`src/shared/lgps_pkg.sv`:
```
// constants for the lamp / general-purpose pin select block
package lgps_pkg;

	// ==========================================================
	// register byte addresses
	localparam logic [7:0] LGPS_ADDR_LAMP_CFG  = 8'h00;
	localparam logic [7:0] LGPS_ADDR_GPIO_CFG  = 8'h04;
	localparam logic [7:0] LGPS_ADDR_GPIO_DATA = 8'h08;
	localparam logic [7:0] LGPS_ADDR_STATUS    = 8'h0C;
	localparam logic [7:0] LGPS_ADDR_XOVER     = 8'h10;

	// ==========================================================
	// field positions
	localparam int LGPS_LAMP1_EN_BIT   = 1;
	localparam int LGPS_LAMP_FUN_LSB   = 8;
	localparam int LGPS_GENERAL_IO_PIN_1_OD_BIT   = 1;
	localparam int LGPS_GENERAL_IO_PIN_1_DATA_BIT = 1;
	localparam int LGPS_GENERAL_IO_PIN_1_DIR_BIT  = 9;
	localparam int LGPS_STAT_STRAP_BIT = 0;
	localparam int LGPS_STAT_PIN_BIT   = 1;
	localparam int LGPS_STAT_MODE_BIT  = 2;
	localparam int LGPS_XOVER_EN_BIT   = 0;

	// ==========================================================
	// encodings and reset values
	localparam logic [1:0]  LGPS_FUN_PUSH_PULL = 2'h0;
	localparam logic [1:0]  LGPS_FUN_RESET     = 2'h0;
	localparam logic [1:0]  LGPS_RESP_OKAY     = 2'h0;
	localparam logic [1:0]  LGPS_RESP_SLVERR   = 2'h2;
	localparam logic [31:0] LGPS_WORD_ZERO     = 32'h0000_0000;

endpackage : lgps_pkg

```
`src/verilog/lgps_pin_driver.sv`:
```
// registered output stage of the shared lamp / general-purpose pin
`timescale 1ns/1ps
module lgps_pin_driver
	import lgps_pkg::*;
(
	input  wire logic       aclk,        // clock
	input  wire logic       aresetn,     // synchronous reset, active low
	input  wire logic       lamp_mode,   // pin belongs to the lamp function
	input  wire logic [1:0] lamp_fun,    // lamp driver function field
	input  wire logic       strap,       // polarity strap captured at reset
	input  wire logic       lamp_on,     // lamp event level
	input  wire logic       gpio_dir,    // 1 = general-purpose output
	input  wire logic       gpio_od,     // 1 = open-drain output
	input  wire logic       gpio_data,   // general-purpose output value
	output logic            pin_out,     // pin output value
	output logic            pin_oe       // pin output enable, high = driving
);

	logic pin_out_next;
	logic pin_oe_next;

	// ==========================================================
	// function selection
	always_comb
	begin
		pin_out_next = 1'b0;
		pin_oe_next  = 1'b0;
		if (lamp_mode)
		begin
			if (lamp_fun == LGPS_FUN_PUSH_PULL)
			begin
				pin_out_next = lamp_on;
				pin_oe_next  = 1'b1;
			end
			else
			begin
				// open-source when strap is 0, open-drain when 1
				pin_out_next = ~strap;
				pin_oe_next  = lamp_on;
			end
		end
		else if (gpio_dir)
		begin
			pin_out_next = gpio_od ? 1'b0 : gpio_data;
			pin_oe_next  = gpio_od ? ~gpio_data : 1'b1;
		end
	end

	// ==========================================================
	// output flops, released while in reset so the strap can be read
	always_ff @(posedge aclk)
	begin
		if (!aresetn)
		begin
			pin_out <= 1'b0;
			pin_oe  <= 1'b0;
		end
		else
		begin
			pin_out <= pin_out_next;
			pin_oe  <= pin_oe_next;
		end
	end

endmodule : lgps_pin_driver

```
`src/verilog/lgps_pin_select.sv`:
```
// shared pin select between status lamp 1 and general-purpose pin 1
// Contract
// - lamp enable set routes pin to lamp
// - lamp enable clear routes pin to gpio
// - function field picks push-pull or open-drain/source
// - open lamp polarity from captured strap only
// - strap 0 active high, 1 active low
// - gpio push-pull, open-drain or input by software
// - strap sets port 2 crossover default
// - strap latched at reset, eeprom may override
`timescale 1ns/1ps
module lgps_pin_select
	import lgps_pkg::*;
(
	input  wire logic        aclk,                   // clock, 200 MHz
	input  wire logic        aresetn,                // synchronous reset, active low
	input  wire logic [7:0]  s_axi_awaddr,           // write address
	input  wire logic        s_axi_awvalid,          // write address valid
	output logic             s_axi_awready,          // write address ready
	input  wire logic [31:0] s_axi_wdata,            // write data
	input  wire logic [3:0]  s_axi_wstrb,            // write byte strobes
	input  wire logic        s_axi_wvalid,           // write data valid
	output logic             s_axi_wready,           // write data ready
	output logic [1:0]       s_axi_bresp,            // write response
	output logic             s_axi_bvalid,           // write response valid
	input  wire logic        s_axi_bready,           // write response ready
	input  wire logic [7:0]  s_axi_araddr,           // read address
	input  wire logic        s_axi_arvalid,          // read address valid
	output logic             s_axi_arready,          // read address ready
	output logic [31:0]      s_axi_rdata,            // read data
	output logic [1:0]       s_axi_rresp,            // read response
	output logic             s_axi_rvalid,           // read data valid
	input  wire logic        s_axi_rready,           // read data ready
	input  wire logic        lamp_activity,          // lamp event level from port logic
	input  wire logic        strap_override_valid,   // eeprom loader replaces strap, pulse
	input  wire logic        strap_override_value,   // replacement strap value
	input  wire logic        status_lamp_pin_1_in,   // pin level as seen at the pad
	output logic             status_lamp_pin_1_out,  // pin output value
	output logic             status_lamp_pin_1_oe,   // pin output enable, high = driving
	output logic             port2_crossover_enable  // port 2 automatic crossover soft-strap
);

	logic        pin_meta_reg;
	logic        pin_sync_reg;
	logic        port2_crossover_polarity_strap;
	logic        lamp_en_reg;
	logic [1:0]  lamp_driver_function_field;
	logic        gpio_od_reg;
	logic        gpio_data_reg;
	logic        gpio_dir_reg;
	logic [7:0]  wr_addr_reg;
	logic [31:0] wr_data_reg;
	logic [3:0]  wr_strb_reg;
	logic        aw_held_reg;
	logic        w_held_reg;
	logic        wr_go;
	logic        wr_hit;
	logic        rd_hit;
	logic [31:0] rd_word;

	// ==========================================================
	// pad input synchroniser
	always_ff @(posedge aclk)
	begin
		pin_meta_reg <= status_lamp_pin_1_in;
		pin_sync_reg <= pin_meta_reg;
	end

	// ==========================================================
	// strap capture: follows the pad during reset, frozen at release, changed after that only by an eeprom override
	always_ff @(posedge aclk)
	begin
		if (!aresetn)
			port2_crossover_polarity_strap <= pin_sync_reg;
		else if (strap_override_valid)
			port2_crossover_polarity_strap <= strap_override_value;
	end

	// ==========================================================
	// write channel
	assign wr_go  = aw_held_reg && w_held_reg && !s_axi_bvalid;
	assign wr_hit = (wr_addr_reg == LGPS_ADDR_LAMP_CFG) || (wr_addr_reg == LGPS_ADDR_GPIO_CFG)
		|| (wr_addr_reg == LGPS_ADDR_GPIO_DATA) || (wr_addr_reg == LGPS_ADDR_XOVER);

	always_ff @(posedge aclk)
	begin
		if (!aresetn)
		begin
			aw_held_reg <= 1'b0;
			w_held_reg  <= 1'b0;
			wr_addr_reg <= LGPS_ADDR_LAMP_CFG;
			wr_data_reg <= LGPS_WORD_ZERO;
			wr_strb_reg <= 4'h0;
		end
		else
		begin
			if (s_axi_awvalid && s_axi_awready)
			begin
				aw_held_reg <= 1'b1;
				wr_addr_reg <= s_axi_awaddr;
			end
			else if (wr_go)
				aw_held_reg <= 1'b0;
			if (s_axi_wvalid && s_axi_wready)
			begin
				w_held_reg  <= 1'b1;
				wr_data_reg <= s_axi_wdata;
				wr_strb_reg <= s_axi_wstrb;
			end
			else if (wr_go)
				w_held_reg <= 1'b0;
		end
	end

	always_ff @(posedge aclk)
	begin
		if (!aresetn)
		begin
			s_axi_awready <= 1'b0;
			s_axi_wready  <= 1'b0;
			s_axi_bvalid  <= 1'b0;
			s_axi_bresp   <= LGPS_RESP_OKAY;
		end
		else
		begin
			s_axi_awready <= !aw_held_reg && !(s_axi_awvalid && s_axi_awready) && !wr_go;
			s_axi_wready  <= !w_held_reg && !(s_axi_wvalid && s_axi_wready) && !wr_go;
			if (wr_go)
			begin
				s_axi_bvalid <= 1'b1;
				s_axi_bresp  <= wr_hit ? LGPS_RESP_OKAY : LGPS_RESP_SLVERR;
			end
			else if (s_axi_bready)
				s_axi_bvalid <= 1'b0;
		end
	end

	// ==========================================================
	// control registers
	always_ff @(posedge aclk)
	begin
		if (!aresetn)
		begin
			lamp_en_reg                <= 1'b0;
			lamp_driver_function_field <= LGPS_FUN_RESET;
			gpio_od_reg                <= 1'b0;
			gpio_data_reg              <= 1'b0;
			gpio_dir_reg               <= 1'b0;
		end
		else if (wr_go)
		begin
			if (wr_addr_reg == LGPS_ADDR_LAMP_CFG && wr_strb_reg[0])
				lamp_en_reg <= wr_data_reg[LGPS_LAMP1_EN_BIT];
			if (wr_addr_reg == LGPS_ADDR_LAMP_CFG && wr_strb_reg[1])
				lamp_driver_function_field <= wr_data_reg[LGPS_LAMP_FUN_LSB +: 2];
			if (wr_addr_reg == LGPS_ADDR_GPIO_CFG && wr_strb_reg[0])
				gpio_od_reg <= wr_data_reg[LGPS_GENERAL_IO_PIN_1_OD_BIT];
			if (wr_addr_reg == LGPS_ADDR_GPIO_DATA && wr_strb_reg[0])
				gpio_data_reg <= wr_data_reg[LGPS_GENERAL_IO_PIN_1_DATA_BIT];
			if (wr_addr_reg == LGPS_ADDR_GPIO_DATA && wr_strb_reg[1])
				gpio_dir_reg <= wr_data_reg[LGPS_GENERAL_IO_PIN_1_DIR_BIT];
		end
	end

	// soft-strap takes the captured strap as its default
	always_ff @(posedge aclk)
	begin
		if (!aresetn)
			port2_crossover_enable <= pin_sync_reg;
		else if (strap_override_valid)
			port2_crossover_enable <= strap_override_value;
		else if (wr_go && wr_addr_reg == LGPS_ADDR_XOVER && wr_strb_reg[0])
			port2_crossover_enable <= wr_data_reg[LGPS_XOVER_EN_BIT];
	end

	// ==========================================================
	// read channel
	always_comb
	begin
		rd_word = LGPS_WORD_ZERO;
		rd_hit  = 1'b1;
		unique case (s_axi_araddr)
			LGPS_ADDR_LAMP_CFG:
			begin
				rd_word[LGPS_LAMP1_EN_BIT]        = lamp_en_reg;
				rd_word[LGPS_LAMP_FUN_LSB +: 2]   = lamp_driver_function_field;
			end
			LGPS_ADDR_GPIO_CFG:
				rd_word[LGPS_GENERAL_IO_PIN_1_OD_BIT]        = gpio_od_reg;
			LGPS_ADDR_GPIO_DATA:
			begin
				rd_word[LGPS_GENERAL_IO_PIN_1_DATA_BIT]      = gpio_dir_reg ? gpio_data_reg : pin_sync_reg;
				rd_word[LGPS_GENERAL_IO_PIN_1_DIR_BIT]       = gpio_dir_reg;
			end
			LGPS_ADDR_STATUS:
			begin
				rd_word[LGPS_STAT_STRAP_BIT]      = port2_crossover_polarity_strap;
				rd_word[LGPS_STAT_PIN_BIT]        = pin_sync_reg;
				rd_word[LGPS_STAT_MODE_BIT]       = lamp_en_reg;
			end
			LGPS_ADDR_XOVER:
				rd_word[LGPS_XOVER_EN_BIT]        = port2_crossover_enable;
			default:
				rd_hit = 1'b0;
		endcase
	end

	always_ff @(posedge aclk)
	begin
		if (!aresetn)
		begin
			s_axi_arready <= 1'b0;
			s_axi_rvalid  <= 1'b0;
			s_axi_rdata   <= LGPS_WORD_ZERO;
			s_axi_rresp   <= LGPS_RESP_OKAY;
		end
		else
		begin
			s_axi_arready <= !s_axi_rvalid && !(s_axi_arvalid && s_axi_arready);
			if (s_axi_arvalid && s_axi_arready)
			begin
				s_axi_rvalid <= 1'b1;
				s_axi_rdata  <= rd_word;
				s_axi_rresp  <= rd_hit ? LGPS_RESP_OKAY : LGPS_RESP_SLVERR;
			end
			else if (s_axi_rready)
				s_axi_rvalid <= 1'b0;
		end
	end

	// ==========================================================
	// pin output stage
	lgps_pin_driver u_driver (
		.aclk      (aclk),
		.aresetn   (aresetn),
		.lamp_mode (lamp_en_reg),
		.lamp_fun  (lamp_driver_function_field),
		.strap     (port2_crossover_polarity_strap),
		.lamp_on   (lamp_activity),
		.gpio_dir  (gpio_dir_reg),
		.gpio_od   (gpio_od_reg),
		.gpio_data (gpio_data_reg),
		.pin_out   (status_lamp_pin_1_out),
		.pin_oe    (status_lamp_pin_1_oe)
	);

	// ==========================================================
	// checks
	wire open_lamp = lamp_en_reg && lamp_driver_function_field != LGPS_FUN_PUSH_PULL;
endmodule : lgps_pin_select

```
`config.mk`:
```
export PLATFORM = sky130hd
export DESIGN_NAME = lgps_pin_select
export DESIGN_NICKNAME = d
export VERILOG_FILES = /design/src/shared/lgps_pkg.sv /design/src/verilog/lgps_pin_driver.sv /design/src/verilog/lgps_pin_select.sv
export SDC_FILE = /design/constraint.sdc
export NUM_CORES = 1
export LEC_CHECK = 0
export ABC_AREA = 1
export BUFFER_PORTS_ARGS = -buffer_cell sky130_fd_sc_hd__buf_2
export CAP_MARGIN = 20
export CORE_AREA = 4 4 70 72
export DETAILED_ROUTE_END_ITERATION = 10
export DIE_AREA = 0 0 74 76
export PLACE_DENSITY = 0.94
export SETUP_SLACK_MARGIN = 0.15
export SLEW_MARGIN = 20
export SYNTH_ARGS = -nofsm -noshare
export SYNTH_HDL_FRONTEND = slang
export SYNTH_HIERARCHICAL = 1
export SYNTH_SLANG_ARGS = --single-unit
```
`constraint.sdc`:
```
create_clock -name aclk -period 1.7 [get_ports aclk]
set_input_delay 0.51 -clock aclk [delete_from_list [all_inputs] [get_ports aclk]]
set_output_delay 0.51 -clock aclk [all_outputs]
set_load 0.01 [all_outputs]
```
==> impl.org <==
** Setup path
- Worst reg2reg path endpoint :: port2_crossover_enable$_DFFE_PP_
- Count of buffer and inverter cells on the critical path :: 1
- R2R Setup Slk :: 410 ps
- The worst register-to-register path has a depth of 4.
- Delay-heaviest family, CP :: flip-flops
- Startpoint kind of the worst setup timing path :: flop
- Of all nets on the critical path, the largest fanout is 2.
- Data arrives at the worst endpoint at 850 ps.
- On the worst path, the slowest cell contributes a delay of 400 ps.
- Critical path class :: flop to primary output
- Required time at the worst-slack endpoint :: 1190 ps
- The worst setup path is captured at a primary output.
- The slowest stage of the critical path is the sky130_fd_sc_hd__edfxtp_1 cell.
- The worst register-to-register path begins at aw_held_reg$_SDFFE_PN0P_.
- Ordered cell list for the critical path :: buf_2

** STA
- Maximum clock frequency :: 734 MHz
- The final critical path takes up 80.1% of the cycle.
- Max-slew violation count :: 0
- Setup total negative slack on the finished layout was measured at 0 ps.
- Final hold violation count :: 0
- Final setup fails :: 0
- The smallest clock period supported by the final layout is computed as 1360 ps.
- RSZ-0062 raised after global routing :: no
- Fin Clk Skew :: 11.2 ps
- Across all setup checks in the final design, the least slack found is 338 ps.

** Floorplanning
- For this configuration, the core starts out at a cell density of 46.6%.
- Core outline area :: 4290 sq um
- Number of placement rows :: 24
- I/O pins :: 107
- Horizontal die dimension :: 74 microns
- Die ar. :: 5620 sq um
- Vertical extent of the die :: 76 microns

** Power and ir drop
- In this run the static leakage power is 0.00114 uW.
- VDD sags by at most 600 uV.
- Ratio of total power to cell area :: 861 nW/um^2

** Logic synthesis
- Main combinational cell family by area after synthesis :: simple AND/OR/NAND/NOR gates
- Of the total synthesized cell area, the portion taken by full adders, half adders and majority gates is 0%.
- The synthesized netlist devotes 25.4% of its cell area to simple gates.
- Yosys printed 6 warnings.
- The cell area that synthesis handed to floorplanning was 2000 sq um.
- The synthesized netlist contains 24 unique library cells.
- The synthesized netlist devotes 14.3% of its cell area to compound gates.
- The synthesized design devotes to its leading area cell type 38.0% of total area.
- Synthesis produced 274 cells.
- Ranking of synthesized cells by area :: sky130_fd_sc_hd__dfxtp_1, sky130_fd_sc_hd__buf_4, sky130_fd_sc_hd__nand2_1
- After Yosys synthesis, XOR and XNOR cells account for 0% of the synthesized area.
- Fraction of the yosys area taken by sequential cells :: 41.0%
- Flop and latch count out of synthesis :: 40
- A synthesized cell averages 7.31 sq um.
- After synthesis, the share of cell area in mux cells is 0%.
- Post-synthesis cell type with the largest combined area :: sky130_fd_sc_hd__dfxtp_1

** Placed design
- The count of buffers added on input and output ports is 47.
- The congestion estimate from routability-driven global placement came to 0.838.
- Prior to clock tree synthesis, the placed netlist has a worst setup slack of 226 ps.
- In this run, placement finished with an instance count of 367.
- The wire-length estimate of the detail-placed layout is 3.12 mm.

** Run status
- The run finished with clean final reports.

** Min path
- Counting instances, the worst hold path has a depth of 1.
- Hold_sp :: status_lamp_pin_1_in
- Worst hold path endpoint :: pin_meta_reg$_DFF_P_
- The tightest min-delay check is of the input pin to flop type.

** Routing
- Drt first-iter violations :: 106
- Vias per std cell :: 4.70
- DRC violations left :: 0
- Met3 routed wirelength :: 379 microns
- In the final routing, the length of wire on met1 measures 1.65 mm.
- The detailed router placed 1763 vias in this run.
- Wire segments on met2 add up to 1.87 mm in the final route.
- The detail route stage leaves a number of antenna-violating nets equal to 0.
- Summed over all layers, the routed wires come to 4.01 mm.
- Dividing the detail-routed wire length by the instance count gives 10.7 microns.
- Uppermost signal routing layer after detailed routing :: met4
- TritonRoute pass-1 iters :: 4

** Cells and area
- Max FFs per register :: 8
- Share of post-route cells with drive strength above 1 :: 20.7%
- FF/Latch Area :: 821 sq um
- Excluding fillers, the count of instances in the completed layout stands at 375.
- Util after Layout :: 52.2%
- Summing all multi-input logic gate instances after layout gives 903 sq um.
- Total Nets Final :: 385
- The filler cells instantiated in the layout total 421.
- # diodes :: 0
- Relative to the synthesized area, the layout overhead comes to 12.1%.

** Global route
- Across every metal layer, demand over resource in global routing totals 15.0%.
- Largest net degree at the start of global routing :: 20
- The number of antenna violations at the first check in global routing is 0.
- First-pass GRT wire length :: 6.71 mm
- For this run the aggregate overflow at the end of global routing stands at 0.
- Via count of the first global-routing pass :: 1631

** Clocking
- Cells resized by post-CTS repair :: 0
- The longest clock path from root to sink contains 2 buffers.
- The H-tree was split into 2 levels.
- CTS saw 40 sinks.
- Number of setup buffers added after CTS :: 0
- Hold-fix buffers, CTS :: 0
- Clk pin slew, worst setup/hold paths :: 70 ps
- TritonCTS built the clock tree.
- Inserted Clock Buffers :: 5
- The later pin in the worst-skew pair is clocked with a latency of 300 ps.
- CTS root buffer :: sky130_fd_sc_hd__clkbuf_8

** Run
- MaxCap Viol Count :: 0
==> area by class of cell <==
type	instances	area share, %
multi-input cells	193	40.3
flip-flops and latches	40	36.6
repair buffers	48	10.8
inverters	34	5.80
clock buffers	7	3.40
well taps	52	2.90
clock inverters	1	0.223
==> layout by cell type, fill, tap and decap left out, drive strengths merged <==
| master | netlist | final |
|---|---|---|
| conb | 1 | 29 |
| nand3b | 1 | 1 |
| nand2 | 47 | 47 |
| o21ai | 24 | 24 |
| inv | 34 | 34 |
| nor3 | 2 | 2 |
| nor2 | 37 | 37 |
| clkinv | 0 | 1 |
| clkbuf | 1 | 7 |
| nand3 | 21 | 21 |
| dfxtp | 38 | 38 |
| a21oi | 31 | 31 |
| buf | 34 | 48 |
| o31ai | 1 | 1 |
| edfxtp | 2 | 2 |
==> worst max path at each step <==
stage	end	start	cells past startpoint
floorplan	port2_crossover_enable$_DFFE_PP_	aw_held_reg$_SDFFE_PN0P_	4
global placement	port2_crossover_enable$_DFFE_PP_	aresetn	7
detailed placement	port2_crossover_enable$_DFFE_PP_	aresetn	7
CTS	s_axi_bvalid	s_axi_bvalid$_SDFFE_PN0P_	1
global route	s_axi_bvalid	s_axi_bvalid$_SDFFE_PN0P_	1
finish	port2_crossover_enable	port2_crossover_enable$_DFFE_PP_	1
==> per-stage QoR <==
step	hold slack (ps)	power, uW	area [sq um]
final	317	1930	2240
after global routing	303	2050	2240
after CTS	309	1940	2240
after detailed placement	317	1340	2160
after global placement	311	1330	2160
after floorplan	310	1300	2110
==> routing by layer <==
layer / vias to the layer above / global-route usage (%)
met5: - / 0
met4: 0 / 7.97
met2: 71 / 24.0
met3: 10 / 4.75
li1: 906 / -
met1: 776 / 17.3
==> cell usage after synthesis <==
library cell               instances
sky130_fd_sc_hd__nor2_8            2
sky130_fd_sc_hd__nor3_1            2
sky130_fd_sc_hd__buf_6             1
sky130_fd_sc_hd__inv_2             2
sky130_fd_sc_hd__nand3b_1          1
sky130_fd_sc_hd__o21ai_0          22
sky130_fd_sc_hd__conb_1            1
sky130_fd_sc_hd__nor2_4            3
sky130_fd_sc_hd__nor2_2            2
sky130_fd_sc_hd__a21oi_2           1
sky130_fd_sc_hd__buf_4            29
sky130_fd_sc_hd__o21ai_1           2
sky130_fd_sc_hd__edfxtp_1          2
sky130_fd_sc_hd__inv_4             1
sky130_fd_sc_hd__inv_1            31
sky130_fd_sc_hd__a21oi_1          30
sky130_fd_sc_hd__nor2_1           30
sky130_fd_sc_hd__nand3_1          19
sky130_fd_sc_hd__o31ai_1           1
sky130_fd_sc_hd__nand2_1          47
sky130_fd_sc_hd__clkbuf_1          1
sky130_fd_sc_hd__nand3_2           2
sky130_fd_sc_hd__dfxtp_1          38
sky130_fd_sc_hd__buf_2             4
==> logic make-up after synthesis <==
| logic type | after synthesis |
|---|---|
| compound gates | 56 |
| buf+inv | 69 |
| flops | 40 |
| other cells | 1 |
| simple gates | 108 |
==> power by group <==
part | switching [uW] | internal, uW | total [uW]
combinational | 197 | 103 | 300
clock | 318 | 288 | 606
sequential | 26.9 | 999 | 1030
total | 542 | 1390 | 1930
==> worst reg2reg max path, delay by kind of cell (launching register included) <==
kind	cells	cell delay, ps
buffers and inverters	1	90
DFF	1	360
AOI/OAI and AO/OA	1	310
and+or+nand+nor	2	220
Power figures use the tool's default switching activity.
